--- src/verilog/psc_regs.vh ---
// Timing constants and state codes for the passive serial configuration loader
`ifndef PSC_REGS_VH
`define PSC_REGS_VH
// ----------------------------------------------------------------------------
// Clock rate and timings
// ----------------------------------------------------------------------------
`define PSC_CLK_MHZ          50
`define PSC_T_CF2ST0_NS      500
`define PSC_T_STATUS_MIN_US  70
`define PSC_T_STATUS_MAX_US  230
`define PSC_T_CD2UM_MIN_US   300
`define PSC_T_CD2UM_MAX_US   650
`define PSC_USR_CYCLES       3187
`define PSC_USR_ARM_EDGES    4
// ----------------------------------------------------------------------------
// State codes
// ----------------------------------------------------------------------------
`define PSC_ST_POR    3'h0
`define PSC_ST_RESET  3'h1
`define PSC_ST_WAIT   3'h2
`define PSC_ST_LOAD   3'h3
`define PSC_ST_INIT   3'h4
`define PSC_ST_USER   3'h5
`define PSC_ST_ERROR  3'h6
`endif
--- src/verilog/psc_fifo.v ---
// Intentionally empty: the word buffer module sits in the loader's own file

--- src/verilog/psc_loader.v ---
// Passive serial configuration loader: reset handshake, bit loading, start-up
`include "psc_regs.vh"

module psc_loader #(
  parameter IMAGE_BITS  = 32'd64,
  parameter POR_CYCLES  = 32'd5000,
  parameter STATUS_CYC  = 32'd5000,
  parameter INIT_CYC    = 32'd20000,
  parameter WORD_W      = 8,
  parameter FIFO_DEPTH  = 4,
  parameter FIFO_AW     = 2
) (
  input  wire              i_ref_clk,
  input  wire              i_rstn,
  input  wire              i_cfg_request_n,
  input  wire              i_serial_load_clock,
  input  wire              i_serial_data,
  input  wire              i_user_startup_clock,
  input  wire              i_use_user_clock,
  input  wire              i_error,
  input  wire              i_status_in,
  input  wire              i_done_in,
  output reg               o_status_oe,
  output wire              o_status_out,
  output reg               o_done_oe,
  output wire              o_done_out,
  output reg               o_user_mode,
  output reg               o_user_io_tristate,
  output reg               o_user_pullup_en,
  output wire [WORD_W-1:0] o_word,
  output wire              o_word_valid,
  input  wire              i_word_ready
);
  // ----------------------------------------------------------------------------
  // Derived cycle counts
  // ----------------------------------------------------------------------------
  localparam [31:0] STAT_MIN_CYC = `PSC_T_STATUS_MIN_US * `PSC_CLK_MHZ;
  localparam [31:0] CD2UM_MIN    = `PSC_T_CD2UM_MIN_US * `PSC_CLK_MHZ;

  reg  [2:0]  state;
  reg  [2:0]  next_state;
  reg  [31:0] timer;
  reg  [31:0] bit_cnt;
  reg  [12:0] usr_cnt;
  reg  [2:0]  req_sync;
  reg  [2:0]  serial_load_clock_sync;
  reg  [1:0]  data_sync;
  reg  [2:0]  usr_sync;
  reg  [1:0]  err_sync;
  reg  [1:0]  stat_sync;
  reg  [1:0]  done_sync;
  reg  [WORD_W-1:0] shift;
  reg  [3:0]  shift_cnt;
  reg         word_push;
  reg  [WORD_W-1:0] word_data;
  wire        req_low;
  wire        req_fall;
  wire        serial_load_clock_rise;
  wire        usr_rise;
  wire        fifo_ready;
  wire        bit_take;

  // ----------------------------------------------------------------------------
  // Input synchronisers and edge detection
  // ----------------------------------------------------------------------------
  // Edges are taken between the second and third stages only
  always @(posedge i_ref_clk) begin
    if (!i_rstn) begin
      req_sync  <= 3'h7;
      serial_load_clock_sync <= 3'h0;
      data_sync <= 2'h0;
      usr_sync  <= 3'h0;
      err_sync  <= 2'h0;
      stat_sync <= 2'h0;
      done_sync <= 2'h0;
    end else begin
      req_sync  <= {req_sync[1:0], i_cfg_request_n};
      serial_load_clock_sync <= {serial_load_clock_sync[1:0], i_serial_load_clock};
      data_sync <= {data_sync[0], i_serial_data};
      usr_sync  <= {usr_sync[1:0], i_user_startup_clock};
      err_sync  <= {err_sync[0], i_error};
      stat_sync <= {stat_sync[0], i_status_in};
      done_sync <= {done_sync[0], i_done_in};
    end
  end

  assign req_low   = ~req_sync[1];
  assign req_fall  = req_sync[2] & ~req_sync[1];
  assign serial_load_clock_rise = ~serial_load_clock_sync[2] & serial_load_clock_sync[1];
  assign usr_rise  = ~usr_sync[2] & usr_sync[1];

  // A bit is counted only when it is shifted too, so count and data never drift;
  // a status line held low from outside keeps the first bit out (extended reset)
  assign bit_take  = serial_load_clock_rise && (!word_push || fifo_ready) &&
                     ((state == `PSC_ST_LOAD) || (state == `PSC_ST_WAIT && stat_sync[1]));

  // ----------------------------------------------------------------------------
  // Sequencer
  // ----------------------------------------------------------------------------
  // Request low is checked last so it wins from every state but power-on reset
  always @* begin
    next_state = state;
    case (state)
      `PSC_ST_POR:
        if (timer >= POR_CYCLES) next_state = `PSC_ST_RESET;
      `PSC_ST_RESET:
        if (req_low) next_state = `PSC_ST_RESET;
        else if (timer >= STATUS_CYC && timer >= STAT_MIN_CYC)
          next_state = `PSC_ST_WAIT;
      `PSC_ST_WAIT:
        if (bit_take) next_state = `PSC_ST_LOAD;
      `PSC_ST_LOAD:
        if (err_sync[1]) next_state = `PSC_ST_ERROR;
        else if (bit_cnt >= IMAGE_BITS) next_state = `PSC_ST_INIT;
      `PSC_ST_INIT:
        if (i_use_user_clock) begin
          if (usr_cnt >= `PSC_USR_CYCLES + `PSC_USR_ARM_EDGES)
            next_state = `PSC_ST_USER;
        end else if (timer >= INIT_CYC && timer >= CD2UM_MIN) begin
          next_state = `PSC_ST_USER;
        end
      `PSC_ST_USER:
        next_state = `PSC_ST_USER;
      `PSC_ST_ERROR:
        if (timer >= STATUS_CYC && timer >= STAT_MIN_CYC) next_state = `PSC_ST_WAIT;
      default:
        next_state = `PSC_ST_POR;
    endcase
    if (state != `PSC_ST_POR && req_low)
      next_state = `PSC_ST_RESET;
  end

  // State register, timer and counters
  always @(posedge i_ref_clk) begin
    if (!i_rstn) begin
      state   <= `PSC_ST_POR;
      timer   <= 32'h0;
      bit_cnt <= 32'h0;
      usr_cnt <= 13'h0;
    end else begin
      state <= next_state;
      // Start-up time runs only once the shared done line reads high
      if (next_state != state || (state == `PSC_ST_RESET && req_low) ||
          (state == `PSC_ST_INIT && !done_sync[1]))
        timer <= 32'h0;
      else
        timer <= timer + 32'h1;
      if (state != `PSC_ST_LOAD && next_state == `PSC_ST_LOAD)
        bit_cnt <= 32'h1;
      else if (state == `PSC_ST_LOAD && bit_take)
        bit_cnt <= bit_cnt + 32'h1;
      if (state != `PSC_ST_INIT)
        usr_cnt <= 13'h0;
      else if (usr_rise && done_sync[1] && usr_cnt != 13'h1FFF)
        usr_cnt <= usr_cnt + 13'h1;
    end
  end

  // ----------------------------------------------------------------------------
  // Bit assembly into words
  // ----------------------------------------------------------------------------
  // A bit arriving while a finished word waits on a full buffer is dropped; the host may pause its clock freely
  always @(posedge i_ref_clk) begin
    if (!i_rstn) begin
      shift     <= {WORD_W{1'b0}};
      shift_cnt <= 4'h0;
      word_push <= 1'b0;
      word_data <= {WORD_W{1'b0}};
    end else begin
      if (word_push && fifo_ready)
        word_push <= 1'b0;
      if (next_state == `PSC_ST_RESET || next_state == `PSC_ST_ERROR) begin
        shift_cnt <= 4'h0;
      end else if (bit_take) begin
        shift <= {data_sync[1], shift[WORD_W-1:1]};
        if (shift_cnt == WORD_W[3:0] - 4'h1) begin
          shift_cnt <= 4'h0;
          word_data <= {data_sync[1], shift[WORD_W-1:1]};
          word_push <= 1'b1;
        end else begin
          shift_cnt <= shift_cnt + 4'h1;
        end
      end
    end
  end

  psc_fifo #(
    .WIDTH (WORD_W),
    .DEPTH (FIFO_DEPTH),
    .AW    (FIFO_AW)
  ) u_fifo (
    .i_ref_clk (i_ref_clk),
    .i_rstn    (i_rstn),
    .i_data    (word_data),
    .i_valid   (word_push),
    .o_ready   (fifo_ready),
    .o_data    (o_word),
    .o_valid   (o_word_valid),
    .i_ready   (i_word_ready)
  );

  // ----------------------------------------------------------------------------
  // Pin drive
  // ----------------------------------------------------------------------------
  // Open-drain lines only ever drive low; release lets the pull-up win
  assign o_status_out = 1'b0;
  assign o_done_out   = 1'b0;

  always @(posedge i_ref_clk) begin
    if (!i_rstn) begin
      o_status_oe        <= 1'b1;
      o_done_oe          <= 1'b1;
      o_user_mode        <= 1'b0;
      o_user_io_tristate <= 1'b1;
      o_user_pullup_en   <= 1'b1;
    end else begin
      o_status_oe <= (next_state == `PSC_ST_POR) || (next_state == `PSC_ST_RESET) ||
                     (next_state == `PSC_ST_ERROR);
      o_done_oe   <= (next_state != `PSC_ST_INIT) &&
                     (next_state != `PSC_ST_USER);
      o_user_mode        <= (next_state == `PSC_ST_USER);
      o_user_io_tristate <= (next_state != `PSC_ST_USER);
      o_user_pullup_en   <= (next_state != `PSC_ST_USER);
    end
  end
endmodule // psc_loader

// Small first-in first-out buffer with valid and ready on both sides
module psc_fifo #(
  parameter WIDTH = 8,
  parameter DEPTH = 4,
  parameter AW    = 2
) (
  input  wire             i_ref_clk,
  input  wire             i_rstn,
  input  wire [WIDTH-1:0] i_data,
  input  wire             i_valid,
  output wire             o_ready,
  output wire [WIDTH-1:0] o_data,
  output wire             o_valid,
  input  wire             i_ready
);
  reg [WIDTH-1:0] mem [0:DEPTH-1];
  reg [AW-1:0]    wr_ptr;
  reg [AW-1:0]    rd_ptr;
  reg [AW:0]      count;
  wire            push;
  wire            pop;

  // ----------------------------------------------------------------------------
  // Handshake
  // ----------------------------------------------------------------------------
  assign o_ready = (count != DEPTH[AW:0]);
  assign o_valid = (count != {(AW+1){1'b0}});
  assign o_data  = mem[rd_ptr];
  assign push    = i_valid & o_ready;
  assign pop     = o_valid & i_ready;

  // Pointer and occupancy update
  always @(posedge i_ref_clk) begin
    if (!i_rstn) begin
      wr_ptr <= {AW{1'b0}};
      rd_ptr <= {AW{1'b0}};
      count  <= {(AW+1){1'b0}};
    end else begin
      if (push)
        wr_ptr <= (wr_ptr == DEPTH[AW-1:0] - 1'b1) ? {AW{1'b0}} : wr_ptr + 1'b1;
      if (pop)
        rd_ptr <= (rd_ptr == DEPTH[AW-1:0] - 1'b1) ? {AW{1'b0}} : rd_ptr + 1'b1;
      if (push && !pop)
        count <= count + 1'b1;
      else if (pop && !push)
        count <= count - 1'b1;
    end
  end

  // Storage needs no reset; words are only read once valid
  always @(posedge i_ref_clk) begin
    if (push)
      mem[wr_ptr] <= i_data;
  end
endmodule // psc_fifo

--- config.mk ---
export PLATFORM = sky130hd
export DESIGN_NAME = psc_loader
export DESIGN_NICKNAME = d
export VERILOG_FILES = /design/src/verilog/psc_fifo.v /design/src/verilog/psc_loader.v
export VERILOG_INCLUDE_DIRS = /design/src /design/src/verilog
export SDC_FILE = /design/constraint.sdc
export NUM_CORES = 1
export LEC_CHECK = 0
export BUFFER_PORTS_ARGS = -buffer_cell sky130_fd_sc_hd__buf_2
export CORE_ASPECT_RATIO = 0.8
export CORE_MARGIN = 4
export CORE_UTILIZATION = 30
export DETAILED_ROUTE_END_ITERATION = 8
export PLACE_DENSITY = 0.56
export SLEW_MARGIN = 20
export SYNTH_ARGS = -nofsm -noshare
export SYNTH_HDL_FRONTEND = slang
export SYNTH_SLANG_ARGS = --single-unit
--- constraint.sdc ---
create_clock -name i_ref_clk -period 5.3 [get_ports i_ref_clk]
set_clock_uncertainty 0.15 [all_clocks]
set_input_delay 1.06 -clock i_ref_clk [delete_from_list [all_inputs] [get_ports i_ref_clk]]
set_output_delay 1.06 -clock i_ref_clk [all_outputs]
set_load 0.05 [all_outputs]
### After elaboration in Yosys (flattened, before gate mapping)

Memories as Yosys holds them, arrays and structs flattened. A register that Yosys moved wholly into a read port is not among the register bits.
Cells that the tools add are included.

* add/sub/neg operators: 8
* order comparisons: 6
* eq/ne operators: 20
* multiplexer cells: 26
* bitwise operators: 9
* reductions and logical operators: 39

Operators by type and width (count)
* $add A32 B1 Y32 const B: 2
* $mux W3: 12
* $ge A32 B12 Y1 const B: 1
* $ge A32 B13 Y1 const B: 1
* $ge A32 B14 Y1 const B: 1
* $ge A32 B15 Y1 const B: 1
* $ge A32 B7 Y1 const B: 1
* $pmux W3 S7: 1
* $logic_and A1 B1 Y1: 16
* $eq A3 B3 Y1 const B: 5
* $add A13 B1 Y13 const B: 1
* $ge A13 B12 Y1 const B: 1
* $ne A13 B13 Y1 const B: 1
* $ne A3 B3 Y1 const B: 4
* $eq A3 B2 Y1 const B: 3
* $mux W1: 8
* $mux W2: 4
* $reduce_or A2 Y1: 4
* $logic_or A1 B1 Y1: 7
* $eq A3 B1 Y1 const B: 2
* $logic_not A3 Y1: 2
* $reduce_bool A3 Y1: 2
* $not A1 Y1: 5
* $add A2 B1 Y2 const B: 2
* 13 further kinds: 21

* register bits after elaboration: 128
* bits in writable memories: 32
* input port bits: 11
* output and inout bits: 16
* word-level logic and storage cells: 132
* memories kept: 1

Memories
* u_fifo.mem: words 4, bits a word 8, rd ports 1, clocked after memory_dff 1, write ports 1, line psc_loader.v:243 `reg [WIDTH-1:0] mem [0:DEPTH-1];`

### Longest topological paths before layout

* word-level depth: 11
* gate-level depth with buffers: 10
* depth with buffers taken out: 8

### Hierarchy

From an unflattened synthesis, not the netlist that was laid out.

* cell total of the unflattened synthesis: 696
* area, all modules: 6929.1 µm²

Modules (own cells, without submodules)
* psc_loader: times used 1, cells each 603, area an instance 5293.8 µm², seq. area each 2402.3 µm²
* psc_fifo: times used 1, cells each 93, area an instance 1635.3 µm², seq. area each 1141.1 µm²

### Worst setup path before layout

Ideal clock, no wire load.

* kind: input to register
* start point: in i_use_user_clock
* end point: reg timer[17]
* library setup time: 63 ps
* data arrival time: 2506 ps
* required time: 5087 ps
* setup slack: 2580 ps
* stages: 7
* buffers on the path: 2
* cell sequence: nor4_1 > o211a_1 > a21oi_1 > or4_1 > buf_6 > buf_12 > nor2_4

* longest elaborated chain between the ends: 7

RTL lines
* start, declared: line psc_loader.v:19 `input wire i_use_user_clock,`
* $mux W3: line psc_loader.v:116 `if (i_use_user_clock) begin`
* $pmux W3 S7: line psc_loader.v:103 `case (state)`
* $mux W3: line psc_loader.v:129 `` if (state != `PSC_ST_POR && req_low) ``
* $ne A3 B3 Y1: line psc_loader.v:143 `` if (next_state != state || (state == `PSC_ST_RESET && req_low) || ``
* $logic_or A1 B1 Y1 (2 in a row): line psc_loader.v:143
* $reduce_or A2 Y1 (no line)
* end signal, assigned: line psc_loader.v:147 `timer <= timer + 32'h1;`
* end, declared: line psc_loader.v:42 `reg [31:0] timer;`

Every way passes these cells.
A chain may end at the register's enable or synchronous reset.

### Worst setup path in the final report

* start point: reg state[1]
* end point: reg word_data[4]

* longest elaborated chain between the ends: 11
* elaborated cells on any way between the ends: 28
* those cells by class: 8 x eq/ne; 11 x mux; 1 x bitwise; 8 x reduce/logical

RTL lines
* start, declared: line psc_loader.v:40 `reg [2:0] state;`
* start signal, assigned: line psc_loader.v:136 `` state <= `PSC_ST_POR; ``
* start signal, assigned: line psc_loader.v:141 `state <= next_state;`
* $eq A3 B2 Y1: line psc_loader.v:103
* $logic_and A1 B1 Y1: line psc_loader.v:95 `` ((state == `PSC_ST_LOAD) || (state == `PSC_ST_WAIT && stat_sync[1])); ``
* $logic_or A1 B1 Y1: line psc_loader.v:95
* $logic_and A1 B1 Y1: line psc_loader.v:94 `assign bit_take = serial_load_clock_rise && (!word_push || fifo_ready) &&`
* $mux W3: line psc_loader.v:111 `` if (bit_take) next_state = `PSC_ST_LOAD; ``
* $pmux W3 S7: line psc_loader.v:103
* $mux W3: line psc_loader.v:129
* $eq A3 B1 Y1 (no line) or $eq A3 B3 Y1 (tied branches)
* $logic_or A1 B1 Y1 (no line)
* $not A1 Y1 (no line)
* $reduce_and A3 Y1 (no line) *
* end signal, assigned: line psc_loader.v:168 `word_data <= {WORD_W{1'b0}};`
* end signal, assigned: line psc_loader.v:178 `word_data <= {data_sync[1], shift[WORD_W-1:1]};`
* end, declared: line psc_loader.v:55 `reg [WORD_W-1:0] word_data;`

Every way passes the cells marked *; elsewhere a longest branch is shown, timed or not.

==> results.md <==
* Area delta synth->final at 12.6%
* Slew @ Worst Pin at 1.06 ns
* Routed WL at 13.3 mm
* Worst hold margin at 0.269 ns
* Commonest non-fill, non-tap cells in the layout: dfxtp_1, nor2_1, nand2_1, xor2_1, edfxtp_1
* Worst rel slew slack at 28.9%
* Syn Area/Cell at 10.4 sq um
* Vias/cell at ~4.5
* Fin util at 34.6%
* Htree depth at 4
* Tcrit/Tclk final at between 60% and 70%
* Syn. warnings at 0
* Post-detailed-route wirelength per cell at 12.7 um
* CTS Hold Bufs at 0
* Post-DP HPWL at approximately 9 mm
* Crit Reg-Reg Startpoint: state[1]
* Fraction of layout cells with a size suffix above 1 at 15.8%
* Final hold vios at 0
* Largest net degree at the start of global routing at 38
* Vias in the first global route at 4434
* Worst hold path class: reg2reg
* Post-synth EDFFs at 32
* CP startpoint: state[1]
* Root buffer cell: clkbuf_16
* Antenna viol nets, final at 0
* Setup TNS at 0 ns
* Crit path DAT at 3.51 ns
* Fill count at 2339
* HP Start: req_sync[0]
* First-pass DRT Iterations at 4
* Initial DRC count at between 200 and 300
* Nets at 740
* Die Y at 147 um
* Outcome: finished, final reports clean
* Path type of the worst setup path: reg2reg
* Async SR Flop Fraction at 0%
* Min Tclk post-route at 3.33 ns
* Max-cap check violation count at 0
* Top Ports at 27
* Vias at 4705
* Post-CTS setup buffers at 0
* CTS Sinks at 161
* Pins over their slew limit at 0
* RSZ-0062 raised after global routing: no
* CP required at between 5 and 6 ns
* Cell Pwr Density at 363 nW/um^2
* GRT Util Overall at 10.4%
* Worst VDD drop at 0.227 mV
* First-pass GRT wire length at 22.4 mm
* Grt total ovfl at 0
* Placement Rows at 50
* Mapped Cells at 698
* Overall die area at 26700 sq um
* Final setup viols at 0
* Sequential share of the synthesized area at around half
* Most common cell after layout, fill and taps aside: dfxtp_1
* Port bufs at 24
* FMAX at 0.301 GHz
* Post_cts resized at 0
* Clock-pin slew on the worst setup and hold paths at 0.06 ns
* CTS Buf Count at 17
* Main flop type after synthesis: dfxtp_1
* Core Box Area at 23600 sq um
* CP startpoint kind: flip-flop
* Drt drc at 0
* CTS tree: done
* Synth cell types at 68
* Synth Register Bits at roughly 160
* Clock Tree Buf Depth at 2
* Post-Syn Area at a little over 7000 sq um
* Initial antenna violation count at 0
* Max Fanout on Critical Path at 10
* Clk_lat worst skew at roughly 0.42 ns
* Placer Congestion at 0.813
* Die W at 182 um
* Diodes inserted at 0
* CP Capture Type: flip-flop
* Initial Util at 30.8%
* P_leak at 2.75 nW
logic make-up (layout without fill, tap and decap cells):
kind of cell / after synthesis / count (layout) / synth area share [%]
simple gates: 322 / 322 / 25.6
buf+inv: 49 / 79 / 3.97
xor+xnor: 74 / 74 / 8.93
mux: 32 / 32 / 5.83
other cells: 1 / 2 / 0.0517
fa+ha+maj: 13 / 13 / 2.35
flops: 161 / 161 / 48.8
compound gates: 46 / 46 / 4.38
where the power goes:
part	switching, mW	internal, mW	leakage [nW]
combinational	0.286	0.133	1.10
sequential	0.0499	1.28	1.36
clock	0.472	0.744	0.292
synth_stat cells (5+ instances only):
| cell | instances | area, sq um |
|---|---|---|
| a21oi_1 | 12 | 60.1 |
| and2_1 | 23 | 144 |
| and3_1 | 8 | 50.1 |
| buf_2 | 7 | 35.0 |
| clkbuf_1 | 8 | 30.0 |
| dfxtp_1 | 129 | 2580 |
| edfxtp_1 | 32 | 961 |
| ha_1 | 12 | 150 |
| inv_1 | 22 | 82.6 |
| mux2i_1 | 22 | 220 |
| mux4_2 | 8 | 180 |
| nand2_1 | 59 | 221 |
| nand3_1 | 29 | 145 |
| nand4_1 | 20 | 125 |
| nor2_1 | 80 | 300 |
| nor2_4 | 28 | 315 |
| nor3_1 | 23 | 115 |
| nor4_1 | 12 | 75.1 |
| nor4_2 | 5 | 62.6 |
| o21ai_0 | 10 | 50.1 |
| or3_1 | 6 | 37.5 |
| xnor2_1 | 31 | 272 |
| xor2_1 | 43 | 377 |
final timing paths:
kind / to / slack [ns] / depth (start not counted)
worst max register to register: word_data[4] / 1.97 / 7
worst max-delay path: word_data[4] / 1.97 / 7
worst min register to register: req_sync[1] / 0.27 / 1
worst min-delay path: req_sync[1] / 0.27 / 1
metrics by stage:
step | std cells | instance area (sq um) | setup WS, ns | power [mW]
2_1_floorplan | 699 | 7260 | 2.58 | 1.74
3_3_place_gp | 1009 | 7570 | 1.68 | 1.78
3_5_place_dp | 1009 | 7570 | 1.65 | 1.78
4_1_cts | 1041 | 8170 | 1.95 | 3.01
5_1_grt | 1041 | 8170 | 1.71 | 3.11
6_report | 1041 | 8170 | 1.97 | 2.96
state kept, by name (all words and copies together) (netlist names), 3 cells and up, named ones only:
name,cells
word_data,8
usr_cnt,13
state,3
shift,7
timer,32
bit_cnt,32
usr_sync,3
serial_load_clock_sync,3
u_fifo.mem,32
shift_cnt,4
u_fifo.count,3
worst max-delay path, cell delays in order (launching register included):
cell      delay, ns
dfxtp_1        0.58
nand2b_1       0.16
or2_1          0.28
or3_1          0.47
nor3_1         0.35
o21ai_0        0.15
o21ai_1        0.84
mux2i_1        0.27
cell type report:
type                            count  area (sq um)  share of cell area, %
Clock inverter                      9           104                   1.27
Multi-Input combinational cell    489          3430                   42.0
Tap cell                          312           390                   4.78
Timing Repair Buffer               25           128                   1.56
Clock buffer                       23           489                   5.99
Inverter                           22          82.6                   1.01
Sequential cell                   161          3540                   43.4
per-layer routing:
| layer | global-route usage [%] | routed length, um | vias to the layer above |
|---|---|---|---|
| li1 | - | - | 2453 |
| met1 | 14.5 | 6910 | 2207 |
| met2 | 15.5 | 5890 | 37 |
| met3 | 2.65 | 295 | 8 |
| met4 | 3.83 | 163 | 0 |
| met5 | 0 | 0 | - |
Note: power is estimated with default switching activity, not from simulation.
